### src/ulm_params.svh
/*
 * Constants of the ULPI alternate-mode pin logic: control bit positions,
 * register offsets, reset values and timing counts.
 * Assumes it is included by the mode controller only.
 */
// Summary of operation
// Link writes six-pin serial select to enter six-pin serial mode.
// Stop from the link ends serial modes; device returns to synchronous mapping.
// Link sets clock keep running before entering a serial mode if needed.
// Six-pin serial mode is refused while the 4-bit double-data-rate bus is used.
// Six-pin mode inputs: transmit enable DATA0, diff data DATA1, SE0 DATA2.
// Six-pin mode outputs: DP on DATA4, DM on DATA5, diff on DATA6, DATA7 low.
// DATA3 carries a latched active-high interrupt in all serial and UART modes.
// Link writes three-pin serial select to enter three-pin serial mode.
// Three-pin DATA1 is bidirectional diff data, direction set by transmit enable.
// Three-pin DATA2 is bidirectional SE0, direction set by transmit enable.
// Three-pin and UART modes hold DATA7 to DATA4 low.
// UART passes DATA0 to DM and DP to DATA1, holds DATA2 low.
// Link should use low-speed transceiver below 921 kbit/s.
// Link prepares transceiver select, clears pulldowns and termination select.
// Link sets both UART path enables in one register write.
// UART entered once mode select and both path enables are one, any order.
// Device drives the data bus five cycles starting one clock after DIR rises.
// After that period the UART buffers are enabled and UART mode is active.
// Interface clock stops in UART mode unless keep running was set before.
// Stop or a long chip-select drop then rise exits UART mode.
// Link answers a high interrupt line by asserting stop, then reads latch.
// No car-kit interrupt registers; those offsets read zero.
// DIR stays asserted throughout low-power, serial and UART modes.
// Held stop wakes the device back to synchronous mode.
// DIR falls only after the interface clock runs again on exit.
//
`ifndef ULM_PARAMS_SVH
`define ULM_PARAMS_SVH

`define ULM_OFS_CTRL        12'h000
`define ULM_OFS_STATUS      12'h004
`define ULM_OFS_INT_LATCH   12'h008
`define ULM_OFS_INT_MASK    12'h00C
`define ULM_OFS_CARKIT_INT  12'h010

`define ULM_CTRL_SIX_PIN    0
`define ULM_CTRL_THREE_PIN  1
`define ULM_CTRL_KEEP_CLK   2
`define ULM_CTRL_UART_MODE  3
`define ULM_CTRL_TX_PATH    4
`define ULM_CTRL_RX_PATH    5
`define ULM_CTRL_DDR4       6

`define ULM_CTRL_RESET      32'h0000_0000
`define ULM_MASK_RESET      32'h0000_0000

`define ULM_CLK_MHZ         20
`define ULM_UART_DRIVE_CYC  5
`define ULM_CLK_WAKE_NS     200
`define ULM_CLK_WAKE_CYC    ((`ULM_CLK_WAKE_NS * `ULM_CLK_MHZ + 999) / 1000)
`define ULM_PWRDN_US        1000
`define ULM_PWRDN_CYC       (`ULM_PWRDN_US * `ULM_CLK_MHZ)

`endif

### src/ulm_pkg.sv
/*
 * Types shared by the alternate-mode pin logic.
 * Assumes the parameter header is available on the include path.
 */
package ulm_pkg;

   // ************************************************************
   // Mode and pin types
   // ************************************************************
   typedef enum logic [2:0] {
      ULM_SYNC,
      ULM_SIX_PIN,
      ULM_THREE_PIN,
      ULM_UART_DRIVE,
      ULM_UART,
      ULM_WAKE
   } ulm_mode_t;

   typedef struct packed {
      logic [7:0] dout;
      logic [7:0] oe_n;
   } ulm_bus_t;

   typedef struct packed {
      logic plus_level;
      logic minus_level;
      logic diff_level;
   } ulm_line_rx_t;

endpackage : ulm_pkg

### src/ulm_alt_modes.sv
/*
 * Alternate data-bus modes of the ULPI transceiver: six-pin and three-pin
 * serial, transparent UART, entry, exit, DIR and interface clock control.
 * Assumes an APB master on pclk, synchronous inputs, and that the
 * synchronous-mode logic owns the bus while sync_mode is high.
 */
`timescale 1ns/1ps
`include "ulm_params.svh"

module ulm_alt_modes
   import ulm_pkg::*;
#(
   parameter int PWRDN_CYC = `ULM_PWRDN_CYC
) (
   input  wire logic         pclk,
   input  wire logic         presetn,
   input  wire logic         clk_en,
   input  wire logic         psel,
   input  wire logic         penable,
   input  wire logic         pwrite,
   input  wire logic [11:0]  paddr,
   input  wire logic [31:0]  pwdata,
   output logic      [31:0]  prdata,
   output logic              pready,
   output logic              pslverr,
   input  wire logic         stp,
   input  wire logic         chip_select,
   input  wire logic [7:0]   data_in,
   output ulm_bus_t          data_bus,
   output logic              dir,
   output logic              clk_run,
   output logic              sync_mode,
   output logic              uart_buf_en,
   input  wire ulm_line_rx_t line_rx,
   input  wire logic [7:0]   int_events,
   output logic              tx_enable,
   output logic              tx_diff_data,
   output logic              serial_tx_single_ended_zero,
   output logic              uart_dm_out
);

   // ************************************************************
   // Register file
   // ************************************************************
   logic [31:0] ctrl_ff;
   logic [7:0]  int_mask_ff;
   logic [7:0]  int_latch_ff;
   ulm_mode_t   mode_ff;
   logic [2:0]  drive_cnt_ff;
   logic [3:0]  wake_cnt_ff;
   logic [31:0] cs_low_cnt_ff;
   logic        cs_long_ff;
   logic        int_line_ff;
   ulm_bus_t    nxt_bus;

   wire logic wr_acc   = psel && penable && pwrite;
   wire logic rd_acc   = psel && penable && !pwrite;
   wire logic mapped   = (paddr == `ULM_OFS_CTRL) || (paddr == `ULM_OFS_STATUS) ||
                         (paddr == `ULM_OFS_INT_LATCH) || (paddr == `ULM_OFS_INT_MASK) ||
                         (paddr == `ULM_OFS_CARKIT_INT);
   wire logic latch_rd = rd_acc && clk_en && (paddr == `ULM_OFS_INT_LATCH);
   wire logic por      = cs_long_ff && chip_select;
   wire logic in_alt   = (mode_ff != ULM_SYNC);

   assign pready  = 1'b1;
   assign pslverr = psel && penable && !mapped;

   // Control bits; a long chip-select drop followed by a rise acts as a power-on reset.
   always_ff @(posedge pclk or negedge presetn) begin
      if (!presetn) begin
         ctrl_ff     <= `ULM_CTRL_RESET;
         int_mask_ff <= 8'h00;
      end else if (clk_en) begin
         if (por) begin
            ctrl_ff     <= `ULM_CTRL_RESET;
            int_mask_ff <= 8'h00;
         end else begin
            if (wr_acc && paddr == `ULM_OFS_CTRL) begin
               ctrl_ff <= {25'h0000000, pwdata[6:0]};
            end else if (mode_ff == ULM_WAKE && wake_cnt_ff == 4'h0) begin
               // Serial and UART mode selects self-clear so the device stays synchronous.
               ctrl_ff[`ULM_CTRL_SIX_PIN]   <= 1'b0;
               ctrl_ff[`ULM_CTRL_THREE_PIN] <= 1'b0;
               ctrl_ff[`ULM_CTRL_UART_MODE] <= 1'b0;
            end
            if (wr_acc && paddr == `ULM_OFS_INT_MASK) begin
               int_mask_ff <= pwdata[7:0];
            end
         end
      end
   end

   // Sticky interrupt latch; a new event wins over the clear-on-read.
   always_ff @(posedge pclk or negedge presetn) begin
      if (!presetn) begin
         int_latch_ff <= 8'h00;
      end else if (clk_en) begin
         if (por) begin
            int_latch_ff <= 8'h00;
         end else begin
            int_latch_ff <= (latch_rd ? 8'h00 : int_latch_ff) | int_events;
         end
      end
   end

   // The pin is latched high by any unmasked event and falls on a latch read, a masking write or a power-on reset.
   always_ff @(posedge pclk or negedge presetn) begin
      if (!presetn) begin
         int_line_ff <= 1'b0;
      end else if (clk_en) begin
         int_line_ff <= |((int_latch_ff | int_events) & int_mask_ff);
      end
   end

   always_comb begin
      prdata = 32'h0000_0000;
      if (rd_acc) begin
         unique case (paddr)
            `ULM_OFS_CTRL:      prdata = ctrl_ff;
            `ULM_OFS_STATUS:    prdata = {24'h000000, uart_buf_en, sync_mode, clk_run,
                                          dir, 1'b0, mode_ff};
            `ULM_OFS_INT_LATCH: prdata = {24'h000000, int_latch_ff};
            `ULM_OFS_INT_MASK:  prdata = {24'h000000, int_mask_ff};
            default:            prdata = 32'h0000_0000;
         endcase
      end
   end

   // ************************************************************
   // Chip-select power-down timer
   // ************************************************************
   always_ff @(posedge pclk or negedge presetn) begin
      if (!presetn) begin
         cs_low_cnt_ff <= 32'h0000_0000;
         cs_long_ff    <= 1'b0;
      end else if (clk_en) begin
         if (chip_select) begin
            cs_low_cnt_ff <= 32'h0000_0000;
            cs_long_ff    <= 1'b0;
         end else if (cs_low_cnt_ff >= 32'(PWRDN_CYC)) begin
            cs_long_ff <= 1'b1;
         end else begin
            cs_low_cnt_ff <= cs_low_cnt_ff + 32'h0000_0001;
         end
      end
   end

   // ************************************************************
   // Mode state machine
   // ************************************************************
   wire logic uart_req = ctrl_ff[`ULM_CTRL_UART_MODE] && ctrl_ff[`ULM_CTRL_TX_PATH] &&
                         ctrl_ff[`ULM_CTRL_RX_PATH];
   wire logic six_ok   = ctrl_ff[`ULM_CTRL_SIX_PIN] && !ctrl_ff[`ULM_CTRL_DDR4];

   always_ff @(posedge pclk or negedge presetn) begin
      if (!presetn) begin
         mode_ff      <= ULM_SYNC;
         drive_cnt_ff <= 3'h0;
         wake_cnt_ff  <= 4'h0;
      end else if (clk_en) begin
         if (por) begin
            // A power-on reset out of an alternate mode still restarts the clock
            // before DIR falls, so the link sees a normal turnaround.
            if (in_alt) begin
               mode_ff     <= ULM_WAKE;
               wake_cnt_ff <= 4'(`ULM_CLK_WAKE_CYC);
            end
         end else begin
            unique case (mode_ff)
               ULM_SYNC: begin
                  if (uart_req) begin
                     mode_ff      <= ULM_UART_DRIVE;
                     drive_cnt_ff <= 3'(`ULM_UART_DRIVE_CYC);
                  end else if (six_ok) begin
                     mode_ff <= ULM_SIX_PIN;
                  end else if (ctrl_ff[`ULM_CTRL_THREE_PIN]) begin
                     mode_ff <= ULM_THREE_PIN;
                  end
               end
               ULM_UART_DRIVE: begin
                  // The first cycle is the turnaround; then five driven cycles.
                  drive_cnt_ff <= drive_cnt_ff - 3'h1;
                  if (drive_cnt_ff == 3'h0) begin
                     mode_ff <= ULM_UART;
                  end
               end
               ULM_SIX_PIN, ULM_THREE_PIN, ULM_UART: begin
                  if (stp) begin
                     mode_ff     <= ULM_WAKE;
                     wake_cnt_ff <= 4'(`ULM_CLK_WAKE_CYC);
                  end
               end
               ULM_WAKE: begin
                  // DIR is held until the clock has settled again.
                  if (wake_cnt_ff != 4'h0) begin
                     wake_cnt_ff <= wake_cnt_ff - 4'h1;
                  end else begin
                     mode_ff <= ULM_SYNC;
                  end
               end
               default: mode_ff <= ULM_SYNC;
            endcase
         end
      end
   end

   // ************************************************************
   // Pin mapping
   // ************************************************************
   always_comb begin
      nxt_bus.dout = 8'h00;
      nxt_bus.oe_n = 8'hFF;
      if (in_alt) begin
         nxt_bus.oe_n    = 8'h00;
         nxt_bus.dout[3] = int_line_ff;
      end
      unique case (mode_ff)
         ULM_SIX_PIN: begin
            nxt_bus.oe_n[2:0] = 3'b111;
            nxt_bus.dout[4]   = line_rx.plus_level;
            nxt_bus.dout[5]   = line_rx.minus_level;
            nxt_bus.dout[6]   = line_rx.diff_level;
         end
         ULM_THREE_PIN: begin
            nxt_bus.oe_n[0] = 1'b1;
            nxt_bus.oe_n[1] = data_in[0];
            nxt_bus.oe_n[2] = data_in[0];
            nxt_bus.dout[1] = line_rx.diff_level;
            nxt_bus.dout[2] = line_rx.plus_level == 1'b0 && line_rx.minus_level == 1'b0;
         end
         ULM_UART_DRIVE: begin
            // The drive period pulls the link's DATA0 input high for slow links.
            if (drive_cnt_ff == 3'(`ULM_UART_DRIVE_CYC)) begin
               nxt_bus.oe_n = 8'hFF;
            end else begin
               nxt_bus.dout[0] = 1'b1;
            end
         end
         ULM_UART: begin
            nxt_bus.oe_n[0] = 1'b1;
            nxt_bus.dout[1] = line_rx.plus_level;
         end
         default: begin
         end
      endcase
   end

   always_ff @(posedge pclk or negedge presetn) begin
      if (!presetn) begin
         data_bus <= '{dout: 8'h00, oe_n: 8'hFF};
      end else if (clk_en) begin
         data_bus <= nxt_bus;
      end
   end

   // ************************************************************
   // Line drive and control outputs
   // ************************************************************
   assign dir          = in_alt;
   assign sync_mode    = (mode_ff == ULM_SYNC);
   assign uart_buf_en  = (mode_ff == ULM_UART);
   assign uart_dm_out  = uart_buf_en ? data_in[0] : 1'b1;
   assign tx_enable    = (mode_ff == ULM_SIX_PIN || mode_ff == ULM_THREE_PIN) && data_in[0];
   assign tx_diff_data = tx_enable && data_in[1];
   assign serial_tx_single_ended_zero       = tx_enable && data_in[2];
   // The clock stops in six-pin, three-pin and UART modes unless software asked otherwise.
   assign clk_run      = !(mode_ff == ULM_SIX_PIN || mode_ff == ULM_THREE_PIN ||
                           mode_ff == ULM_UART) || ctrl_ff[`ULM_CTRL_KEEP_CLK];

endmodule : ulm_alt_modes

### config.mk
export PLATFORM = sky130hd
export DESIGN_NAME = ulm_alt_modes
export DESIGN_NICKNAME = d
export VERILOG_FILES = /design/src/ulm_pkg.sv /design/src/ulm_alt_modes.sv
export VERILOG_INCLUDE_DIRS = /design/src
export SDC_FILE = /design/constraint.sdc
export NUM_CORES = 1
export LEC_CHECK = 0
export BUFFER_PORTS_ARGS = -buffer_cell sky130_fd_sc_hd__buf_2
export CAP_MARGIN = 20
export CORE_MARGIN = 2
export CORE_UTILIZATION = 47
export CTS_CLUSTER_DIAMETER = 200
export DETAILED_ROUTE_END_ITERATION = 12
export PLACE_DENSITY = 0.79
export RECOVER_POWER = 50
export SKIP_CTS_REPAIR_TIMING = 1
export SLEW_MARGIN = 25
export SYNTH_ARGS = -nofsm -noshare
export SYNTH_HDL_FRONTEND = slang
export SYNTH_SLANG_ARGS = --single-unit
### constraint.sdc
create_clock -name pclk -period 2.55 [get_ports pclk]
set_input_delay 0.6375 -clock pclk [delete_from_list [all_inputs] [get_ports pclk]]
set_output_delay 0.6375 -clock pclk [all_outputs]
set_load 0.05 [all_outputs]
# == Word level (Yosys, flattened, before mapping) ==
# Index checks and enable logic that the tools add are counted.
# word_totals
register_bits,107
latchBits,0
ramBits,0
mem_bits_ro,0
input_bits,71
output_inout_bits,58
word_cells,134
n_memories,0
# op_classes
add_sub_neg,3
n_mul,0
div_mod_pow,0
order_cmp,1
eq_ne,18
shifts,0
muxes,44
bitwise,6
n_reduce_logical,50
# ops
op,n
$mux W32,4
$pmux W32 S4,1
$mux W8,6
$add A32 B1 Y32 const B,1
$ge A32 B15 Y1 const B,1
$mux W3,10
$mux W28,1
$eq A12 B4 Y1 const B,2
$logic_and A1 B1 Y1,17
$mux W4,4
$or A8 B8 Y8,2
$eq A12 B3 Y1 const B,1
$eq A12 B5 Y1 const B,1
$logic_not A12 Y1,1
$pmux W3 S4,1
$reduce_and A2 Y1,5
$eq A3 B3 Y1 const B,3
$mux W1,9
$reduce_bool A3 Y1,3
$and A8 B8 Y8,1
$pmux W4 S2,1
$reduce_bool A2 Y1,4
$reduce_or A8 Y1,1
$logic_or A1 B1 Y1,7
other kinds (24),35

# == Logic depth before layout (Yosys ltp) ==
# Gate-level depths: netlist of run 1.
# logic_depth
depth_word,7
mapped_depth,8
ltp_nobuf,8

# == Worst setup path before layout of run 1 ==
# Ideal clock, no wire load.
# synth_timing
path_type,register -> output
start,reg mode_ff[1]
end,out prdata[4]
t_arrival_ns,2.662
required_ns,1.913
path_slack_ns,-0.750
path_stages_with_launch,7
n_path_buf,1
cell_sequence,dfrtp_1 > buf_2 > or3_1 > clkinv_1 > o21ai_0 > o21ai_0 > a21oi_1
# synth_between
elab_chain_cells,3
# synth_rtl
item,line,source
from (decl),ulm_alt_modes.sv:48,ulm_mode_t mode_ff;
from (signal assigned),ulm_alt_modes.sv:157,mode_ff <= ULM_SYNC;
from (signal assigned),ulm_alt_modes.sv:165,mode_ff <= ULM_WAKE;
from (signal assigned),ulm_alt_modes.sv:172,mode_ff <= ULM_UART_DRIVE;
$reduce_bool A3 Y1,ulm_alt_modes.sv:63,wire logic in_alt = (mode_ff != ULM_SYNC);
net dir,ulm_alt_modes.sv:30,"output logic dir,"
$pmux W32 S4,ulm_alt_modes.sv:118,unique case (paddr)
$mux W32,ulm_alt_modes.sv:117,if (rd_acc) begin
to (decl),ulm_alt_modes.sv:23,"output logic [31:0] prdata,"
# The timed path passes the listed nets, and every way through them passes these cells.

# == Worst setup path after layout of run 1 ==
# layout_timing
start,in paddr[10]
end,out prdata[1]
# layout_between
elab_chain_cells,3
word_cells_on_any_way,6
cone_classes,eq/ne (3); mux (2); reduce/logical (1)
# layout_rtl
item,line,source
from (decl),ulm_alt_modes.sv:21,"input wire logic [11:0] paddr,"
$eq A12 B4 Y1 (tied with other cells),ulm_alt_modes.sv:118,
$pmux W32 S4 *,ulm_alt_modes.sv:118,
$mux W32 *,ulm_alt_modes.sv:117,
# Mark *: on every way between the ends. The rest lies on a longest branch, timed or not.

==> flow_summary.toml, run 1 <==
[sta]
worst_pin_slew_ps = 1320
fin_crit_ps = 2730
hold_viol_final = 0
max_slew_margin_pct = 12.0
period_share_pct = 107
layout_setup_ws_ps = -180
hold_slack_ps = 488
fmax_mhz = 366
finalSetupViolations = 8
finClkSkew_ps = 9.23
slew_violations = 0
rsz0062_at_grt = "true"

[clock_tree]
cts-root-buf = "clkbuf_8"
clkSinkCount = 77
cts_buffer_depth = 2
htree_levels = 3
clk_latency_ps = 360
cts_buffers = 9
cts_tree = "built"
clk_pin_slew_ps = 80

[logic_synthesis]
ys_seq_elements = 77
yosys_warnings = 0
postSynthAreaPerCell_um2 = 9.47
syn_inst = 446
syn_area_mm2 = 0.00422
synth-edff-count = 0
synth.distinct_cells = 58
seq_area_frac_synth_pct = 45.7
ys.flop_type = "dfrtp_1"
async_flop_share_pct = 100

[global_routing]
grt_max_degree = 29
grt_pass1_wl_um = 16500
grt_usage_pct = 21.0
grt_pass1_vias = 3458
grt_overflow = 0
grt_antenna_before_repair = 0

[flow_run]
cap_violations = 0

[pwr]
clkPwrFrac_pct = 24.5
peakVddDrop_v = 0.000433
fin_total_pwr_w = 0.00434
p_int_w = 0.00251
power.density_mw_per_mm2 = 849
power_frac_comb_pct = 41.9
p_sw_w = 0.00183
p_leak_nw = 2.36
swShare_pct = 42.1
seqPwrFrac_pct = 33.6

[status]
violations = "negative setup slack"
status = "finished, violations left"

[final_layout]
layout_commonest_cell = "dfrtp_1"
final_core_util_pct = 58.7
n_antenna_cell = 0
fillCellCount = 729
area_growth_pct = 21.2
final_cell_mix = "72 x dfrtp_1, 61 x buf_2, 26 x conb_1, 25 x o21ai_0, 24 x a22o_1"
regArea_mm2 = 0.00193
nets = 605
multi_input_comb_area_mm2 = 0.00211
drive_above_1_share_pct = 27.2

[critical_path]
worstPathBufferInverterCount = 3
crit_top_cell = "buf_6"
worstSetupPathType = "in -> out"
cp-end-kind = "primary output"
critPathLaunchType = "input pin"
critPathMaxFanout = 4
cp_cell_sequence = "buf_6, nor4_4, nand4b_1, or3_4, buf_6, nor2_4, buf_6"
max_stage_delay_ps = 460
path_delay_family = "simple AND/OR/NAND/NOR gates"
cp.required_ps = 1910
critPathSlowestCell = "or3_4"
worst_r2r_path_depth = 5
path_depth = 7
critical_path_arrival_ps = 2090

[min_path]
worstHoldPathCells = 2
hold_path.class = "reg -> reg"

[floorplanning]
fp.dieH_um = 98.8
core_mm2 = 0.00872
fp.dieArea_mm2 = 0.00976
io_pins = 129
initial_core_util_pct = 48.4
fp-row-count = 34
dieWidth_um = 98.8

[placement]
gp_congestion = 0.874
dp_hpwl_um = 7270
io_buffers = 73

[route]
dr.pass1.iters = 5
wire_per_inst_um = 15.7
wl_um = 10000
drc_errors = 0
ant_nets = 0
via_per_inst = 5.71
vias = 3662
drt-initial-drc-count = 263
per-layer routing:
layer	vias to the layer above	GRT usage, %	part of all wire (%)
li1	1739	-	-
met1	1755	29.7	44
met2	151	32.5	47
met3	17	4.26	6.9
met4	0	6.64	1.6
met5	-	0	0
path summary, 6_finish.rpt:
check,start,slack [ps],to
min reg2reg,data_bus[9],490,data_bus[9]
max reg2reg,cs_low_cnt_ff[9],280,cs_low_cnt_ff[8]
max in group asynchronous,presetn,670,cs_low_cnt_ff[31]
min,data_bus[9],490,data_bus[9]
min in group asynchronous,presetn,550,int_latch_ff[3]
max,paddr[10],-180,prdata[1]
tightest hold or removal path: cells and delay by family (launching register included):
family,cells,cell delay (ps)
flops,1,350
simple gates,1,50
compound gates,1,50
state kept, by name, summed over array words and instances, names as in the netlist, 3 cells and up:
register,cells
mode_ff,3
data_bus,10
int_mask_ff,8
wake_cnt_ff,4
cs_low_cnt_ff,32
ctrl_ff,7
int_latch_ff,8
drive_cnt_ff,3
Yosys cell counts (2+ instances only):
library cell / instances / area [um^2]
a211oi_1: 2 / 15.0
a21o_1: 2 / 15.0
a21oi_1: 21 / 105
a221oi_1: 5 / 43.8
a22o_1: 24 / 210
a22oi_1: 2 / 15.0
a31oi_1: 3 / 18.8
and2_1: 22 / 138
buf_1: 3 / 11.3
buf_4: 32 / 240
clkbuf_1: 15 / 56.3
conb_1: 2 / 7.51
dfrtp_1: 74 / 1850
dfstp_2: 3 / 78.8
ha_1: 6 / 75.1
inv_1: 20 / 75.1
mux2_2: 3 / 33.8
mux2i_1: 6 / 60.1
nand2_1: 23 / 86.3
nand2b_1: 4 / 25.0
nand3_1: 16 / 80.1
nand4_1: 9 / 56.3
nand4b_1: 3 / 26.3
nor2_1: 29 / 109
nor2b_1: 7 / 43.8
nor3_1: 16 / 80.1
nor3b_1: 2 / 15.0
nor4_1: 6 / 37.5
o21a_1: 4 / 30.0
o21ai_0: 25 / 125
o22ai_1: 2 / 12.5
o31a_1: 2 / 17.5
o31ai_1: 12 / 90.1
o41ai_1: 3 / 26.3
or3_1: 5 / 31.3
or4_1: 10 / 75.1
xnor2_1: 2 / 17.5
cells by family (layout without fill, tap and decap cells):
family / after synthesis / count (layout) / synth area share [%]
DFF: 77 / 77 / 45.7
xor gates and xnor gates: 3 / 3 / 0.623
buffers and inverters: 73 / 136 / 9.54
other: 2 / 26 / 0.178
and+or+nand+nor: 158 / 158 / 20.2
adders and majority gates: 6 / 6 / 1.78
muxes: 10 / 10 / 2.76
AOI/OAI and AO/OA: 117 / 117 / 19.2
layout make-up:
type / count / area share (%)
well taps: 108 / 2.64
clock buffers: 10 / 2.69
flip-flops and latches: 77 / 37.8
inverters: 21 / 1.57
repair buffers: 99 / 12.3
clock inverters: 6 / 1.83
multi-input cells: 320 / 41.2
power groups by stage:
| stage | clock, W | combinational [W] | sequential [W] |
|---|---|---|---|
| 2_1_floorplan | 0 | 0.00128 | 0.00161 |
| 3_3_place_gp | 0 | 0.00172 | 0.00148 |
| 3_5_place_dp | 0 | 0.00177 | 0.00148 |
| 4_1_cts | 0.00108 | 0.00177 | 0.00146 |
| 5_1_grt | 0.00114 | 0.00196 | 0.00148 |
| 6_report | 0.00106 | 0.00182 | 0.00146 |
metrics by stage:
stage                     worst slack (ps)  area [um^2]  std cells  TNS (ps)
after global placement                -231         4790        624     -1610
after global routing                  -221         5120        641     -1670
final                                 -180         5120        641     -1330
after floorplan                       -113         4420        470      -673
after detailed placement              -227         4790        624     -1650
after CTS                             -293         5030        640     -1860
Power figures use the tool's default switching activity.
==> run 2, diff against run 1 <==
--- a/config.mk
+++ b/config.mk
@@ -9,10 +9,10 @@
 export BUFFER_PORTS_ARGS = -buffer_cell sky130_fd_sc_hd__buf_2
 export CAP_MARGIN = 20
 export CORE_MARGIN = 2
-export CORE_UTILIZATION = 47
+export CORE_UTILIZATION = 52
 export CTS_CLUSTER_DIAMETER = 200
 export DETAILED_ROUTE_END_ITERATION = 12
-export PLACE_DENSITY = 0.79
+export PLACE_DENSITY = 0.83
 export RECOVER_POWER = 50
 export SKIP_CTS_REPAIR_TIMING = 1
 export SLEW_MARGIN = 25
==> constraint.sdc (replaced) <==
create_clock -name pclk -period 3.07 [get_ports pclk]
set_input_delay 0.7675 -clock pclk [delete_from_list [all_inputs] [get_ports pclk]]
set_output_delay 0.7675 -clock pclk [all_outputs]
set_load 0.05 [all_outputs]
==> run 2 against run 1 <==
The run ends with max-capacitance violations, max-slew violations left. Sequential share of layout area is 2.1 points higher. Combinational power down 22%. Clock-buffer cell count stayed put. Clock skew rose by 1.4 ps. Via count is 2.1% lower. Die area fell by 9.2%. Critical endpoint unchanged.
==> flow_summary.toml, run 2 (synthesized netlist as in run 1, its figures left out) <==
[final_layout]
largest_register = "cs_low_cnt_ff"
drive_above_1_share_pct = 23.1
area_growth_pct = 14.8
final_area_mm2 = 0.00485
reg_top3 = "cs_low_cnt_ff x32, data_bus x10"
stdcell_count = 622
largest_register_ffs = 32
final_cell_mix = "73 x dfrtp_1, 68 x buf_2, 29 x nor2_1, 26 x conb_1, 25 x o21ai_0"
n_antenna_cell = 0
layout_commonest_cell = "dfrtp_1"
nets = 592

[critical_path]
reg2reg_to = "cs_low_cnt_ff[11]"
critPathLaunchType = "input pin"
cp_cell_sequence = "buf_2, nor4_2, nand4b_1, buf_4, nor2_1, buf_4, a221oi_1, nor2_1, buf_2"
r2r-start = "cs_low_cnt_ff[9]"
worst_r2r_path_depth = 5
critPathMaxFanout = 5
critical_path_arrival_ps = 2230
critPathSlowestCell = "nor4_2"
worstSetupPathType = "in -> out"
cp-end-kind = "primary output"
worstPathBufferInverterCount = 4
path_delay_family = "buffers and inverters"
cp.required_ps = 2300
rrSetupSlack_ps = 770
max_stage_delay_ps = 300

[route]
drc_errors = 0
wl_um = 9750
dr.pass1.iters = 4
wire_per_inst_um = 15.7
via_per_inst = 5.76
ant_nets = 0
vias = 3585
drt-initial-drc-count = 203

[floorplanning]
core_mm2 = 0.00781
fp.dieArea_mm2 = 0.00885
dieWidth_um = 94.1
initial_core_util_pct = 54.1
fp-row-count = 32
io_pins = 129
fp.dieH_um = 94.1

[min_path]
worstHoldPathCells = 2
min_from = "data_bus[9]"
hold_path.class = "reg -> reg"
holdPathEnd = "data_bus[9]"

[clock_tree]
cts_buffer_depth = 2
cts_tree = "built"
cts_buffers = 9
clk_pin_slew_ps = 80
clkSinkCount = 77
htree_levels = 3
cts-root-buf = "clkbuf_8"
clk_latency_ps = 360

[pwr]
peakVddDrop_v = 0.000360
power.density_mw_per_mm2 = 729
p_leak_nw = 2.26
fin_total_pwr_w = 0.00354

[placement]
post-place-cells = 606
gp_congestion = 0.871
io_buffers = 73
dp_hpwl_um = 6700
placed_cell_area_mm2 = 0.00460

[sta]
fin_crit_ps = 3000
max_slew_margin_pct = -25.4
worst_pin_slew_ps = 1880
hold_viol_final = 0
tns_ps = 0
period_share_pct = 97.6
slew_violations = 78
finalSetupViolations = 0
fmax_mhz = 334
rsz0062_at_grt = "false"
finClkSkew_ps = 10.7

[global_routing]
grt_usage_pct = 23.1
grt_overflow = 0
grt_pass1_wl_um = 16200
grt_antenna_before_repair = 0
grt_max_degree = 78
grt_pass1_vias = 3414

[status]
status = "finished, violations left"
violations = "max-capacitance violations, max-slew violations"

[flow_run]
cap_violations = 1
-- run 2: per-layer routing --
layer	wire length, um	GRT usage (%)
met2	4590	35.7
met3	621	5.38
met4	165	7.61
met1	4380	32.0
met5	0	0
-- run 2: cell type report --
class	instances	area [um^2]
tap	102	128
sequential	77	1930
multi-input combinational	320	2010
fill	677	2960
timing repair buffer	86	462
clock inverter	6	93.8
clock buffer	10	138
inverter	21	82.6
-- run 2: how the worst max path moves through the flow --
stage | end | start | cells after the start
after floorplan | prdata[0] | paddr[9] | 5
after global placement | prdata[0] | paddr[9] | 6
after detailed placement | prdata[0] | paddr[9] | 6
after CTS | prdata[0] | paddr[9] | 6
after global routing | prdata[1] | paddr[9] | 9
final | prdata[1] | paddr[9] | 9
-- run 2: stage by stage --
step	utilization, %	setup slack [ps]	hold slack (ps)
floorplan	-	-317	450
global placement	58.9	-52.3	462
detailed placement	58.9	-61.2	466
CTS	61.9	-77.5	442
global route	62.1	5.80	507
finish	62.1	73.0	489
-- run 2: where the power goes --
part           leakage (nW)  switching, W  internal, W
combinational          1.15       0.00100     0.000414
sequential            0.998      0.000100      0.00113
clock                 0.113      0.000404     0.000487
total                  2.26       0.00151      0.00203
-- run 2: worst reg2reg max path: stages, from the launching register on --
cell	delay, ps
dfrtp_1	420
and3_4	220
o31a_1	260
a211o_1	560
or4_1	620
a21oi_1	160
==> run 3, diff against run 2 <==
--- a/config.mk
+++ b/config.mk
@@ -8,14 +8,14 @@
 export LEC_CHECK = 0
 export BUFFER_PORTS_ARGS = -buffer_cell sky130_fd_sc_hd__buf_2
 export CAP_MARGIN = 20
-export CORE_MARGIN = 2
+export CORE_MARGIN = 8
 export CORE_UTILIZATION = 52
 export CTS_CLUSTER_DIAMETER = 200
 export DETAILED_ROUTE_END_ITERATION = 12
 export PLACE_DENSITY = 0.83
 export RECOVER_POWER = 50
 export SKIP_CTS_REPAIR_TIMING = 1
-export SLEW_MARGIN = 25
+export SLEW_MARGIN = 15
 export SYNTH_ARGS = -nofsm -noshare
 export SYNTH_HDL_FRONTEND = slang
 export SYNTH_SLANG_ARGS = --single-unit
==> run 3 against run 2 <==
The run still ends with max-capacitance violations, max-slew violations left. Worst setup slack better by 20 ps. First-iteration DRC count increased by 52%. Register-to-register slack barely moved. Clock skew decreased by 4.8 ps. Clock power down 5.4%. Combinational power about the same. Die area rose by 27%. Sequential power barely moved. Final area shrank 0.36%. Flip-flop and latch count did not move. Non-clock buffer count rose by 1. Worst hold slack worse by 4.1 ps. Critical path type unchanged. Largest cell class unchanged.
==> flow_summary.toml, run 3 (synthesized netlist as in run 1, its figures left out) <==
[floorplanning]
io_pins = 129
fp.dieH_um = 106
fp-row-count = 33
fp.dieArea_mm2 = 0.0113
dieWidth_um = 106
core_mm2 = 0.00805
initial_core_util_pct = 52.4

[critical_path]
critPathMaxFanout = 5
path_delay_family = "buffers and inverters"
critPathSlowestCell = "nor4_2"
cp_cell_sequence = "buf_2, nor4_2, nand4b_1, buf_4, nor2_1, buf_4, a221oi_1, nor2_1, buf_2"
critical_path_arrival_ps = 2210
critPathLaunchType = "input pin"
cp.required_ps = 2300
worstSetupPathType = "in -> out"
cp-end-kind = "primary output"
max_stage_delay_ps = 300
worstPathBufferInverterCount = 4

[route]
vias = 3626
wl_um = 10200
drc_errors = 0
wire_per_inst_um = 16.3
drt-initial-drc-count = 309
ant_nets = 0
via_per_inst = 5.79
dr.pass1.iters = 5

[final_layout]
final_core_util_pct = 60.0
final_cell_mix = "72 x dfrtp_1, 68 x buf_2, 29 x nor2_1, 26 x conb_1, 25 x o21ai_0"
drive_above_1_share_pct = 22.3
area_growth_pct = 14.4
layout_commonest_cell = "dfrtp_1"
n_antenna_cell = 0
nets = 593
largest_register_ffs = 32
reg_top3 = "cs_low_cnt_ff x32, data_bus x10"
largest_register = "cs_low_cnt_ff"

[clock_tree]
cts_buffer_depth = 2
clk_pin_slew_ps = 80
clkSinkCount = 77
cts-root-buf = "clkbuf_8"
cts_tree = "built"
htree_levels = 3
clk_latency_ps = 340
cts_buffers = 9

[global_routing]
grt_pass1_wl_um = 16800
grt_antenna_before_repair = 0
grt_usage_pct = 18.0
grt_overflow = 0
grt_pass1_vias = 3508
grt_max_degree = 78

[sta]
finalSetupViolations = 0
tns_ps = 0
fin_crit_ps = 2980
rsz0062_at_grt = "false"
max_slew_margin_pct = -21.4
hold_viol_final = 0
worst_pin_slew_ps = 1820
period_share_pct = 97.0
fmax_mhz = 336
finClkSkew_ps = 5.89
slew_violations = 78

[status]
status = "finished, violations left"
violations = "max-capacitance violations, max-slew violations"

[pwr]
p_leak_nw = 2.25
peakVddDrop_v = 0.000323
power.density_mw_per_mm2 = 723

[placement]
gp_congestion = 0.890
dp_hpwl_um = 7480
io_buffers = 73

[flow_run]
cap_violations = 1

[min_path]
hold_path.class = "reg -> reg"
[run 3: changes by cell type in the layout (fill, tap and decap cells not counted), sizes merged]
| cell | before | now |
|---|---|---|
| inv | 22 | 20 |
| buf | 80 | 79 |
| clkbuf | 16 | 21 |
| clkinvlp | 2 | 1 |
[run 3: worst paths after layout]
kind | start | to | slack (ps) | depth (start not counted)
min | drive_cnt_ff[1] | drive_cnt_ff[1] | 490 | 2
max reg2reg | cs_low_cnt_ff[9] | cs_low_cnt_ff[13] | 780 | 5
min in group asynchronous | presetn | ctrl_ff[3] | 1020 | 2
min reg2reg | drive_cnt_ff[1] | drive_cnt_ff[1] | 490 | 2
max in group asynchronous | presetn | mode_ff[2] | 850 | 2
max | paddr[9] | prdata[5] | 90 | 9
[run 3: metrics by stage]
| stage | instances | area, um^2 | power, W | worst slack [ps] | hold slack, ps |
|---|---|---|---|---|---|
| final | 626 | 4830 | 0.00349 | 92.8 | 485 |
| after floorplan | 470 | 4320 | 0.00237 | -317 | 450 |
| after global routing | 626 | 4830 | 0.00367 | 6.02 | 517 |
| after CTS | 626 | 4830 | 0.00350 | -36.0 | 471 |
| after detailed placement | 610 | 4610 | 0.00265 | -29.1 | 469 |
| after global placement | 610 | 4610 | 0.00262 | -55.9 | 463 |
[run 3: where the power goes]
part           internal (W)  switching [W]
Sequential          0.00113       0.000105
Clock              0.000483       0.000360
Combinational      0.000410        0.00101
Total               0.00202        0.00147
[run 3: layout make-up]
cell class                      instances  area, um^2
Fill cell                             708        3220
Multi-Input combinational cell        320        2000
Sequential cell                        77        1930
Timing Repair Buffer                   87         465
Clock buffer                           13         149
Tap cell                              105         131
Inverter                               21        82.6
Clock inverter                          3        68.8
[run 3: worst reg2reg max path, cell delays in order, from the launching register on]
cell and delay [ps]:
dfrtp_1 430, and3_4 220, o31a_1 250, a211o_1 560, or4_1 580, a21oi_1 170
[run 3: routing by layer]
layer / GRT usage [%] / share of wire (%)
met5: 0 / 0
met4: 7.24 / 1.5
met3: 4.05 / 7.5
met2: 28.8 / 48
met1: 23.2 / 43
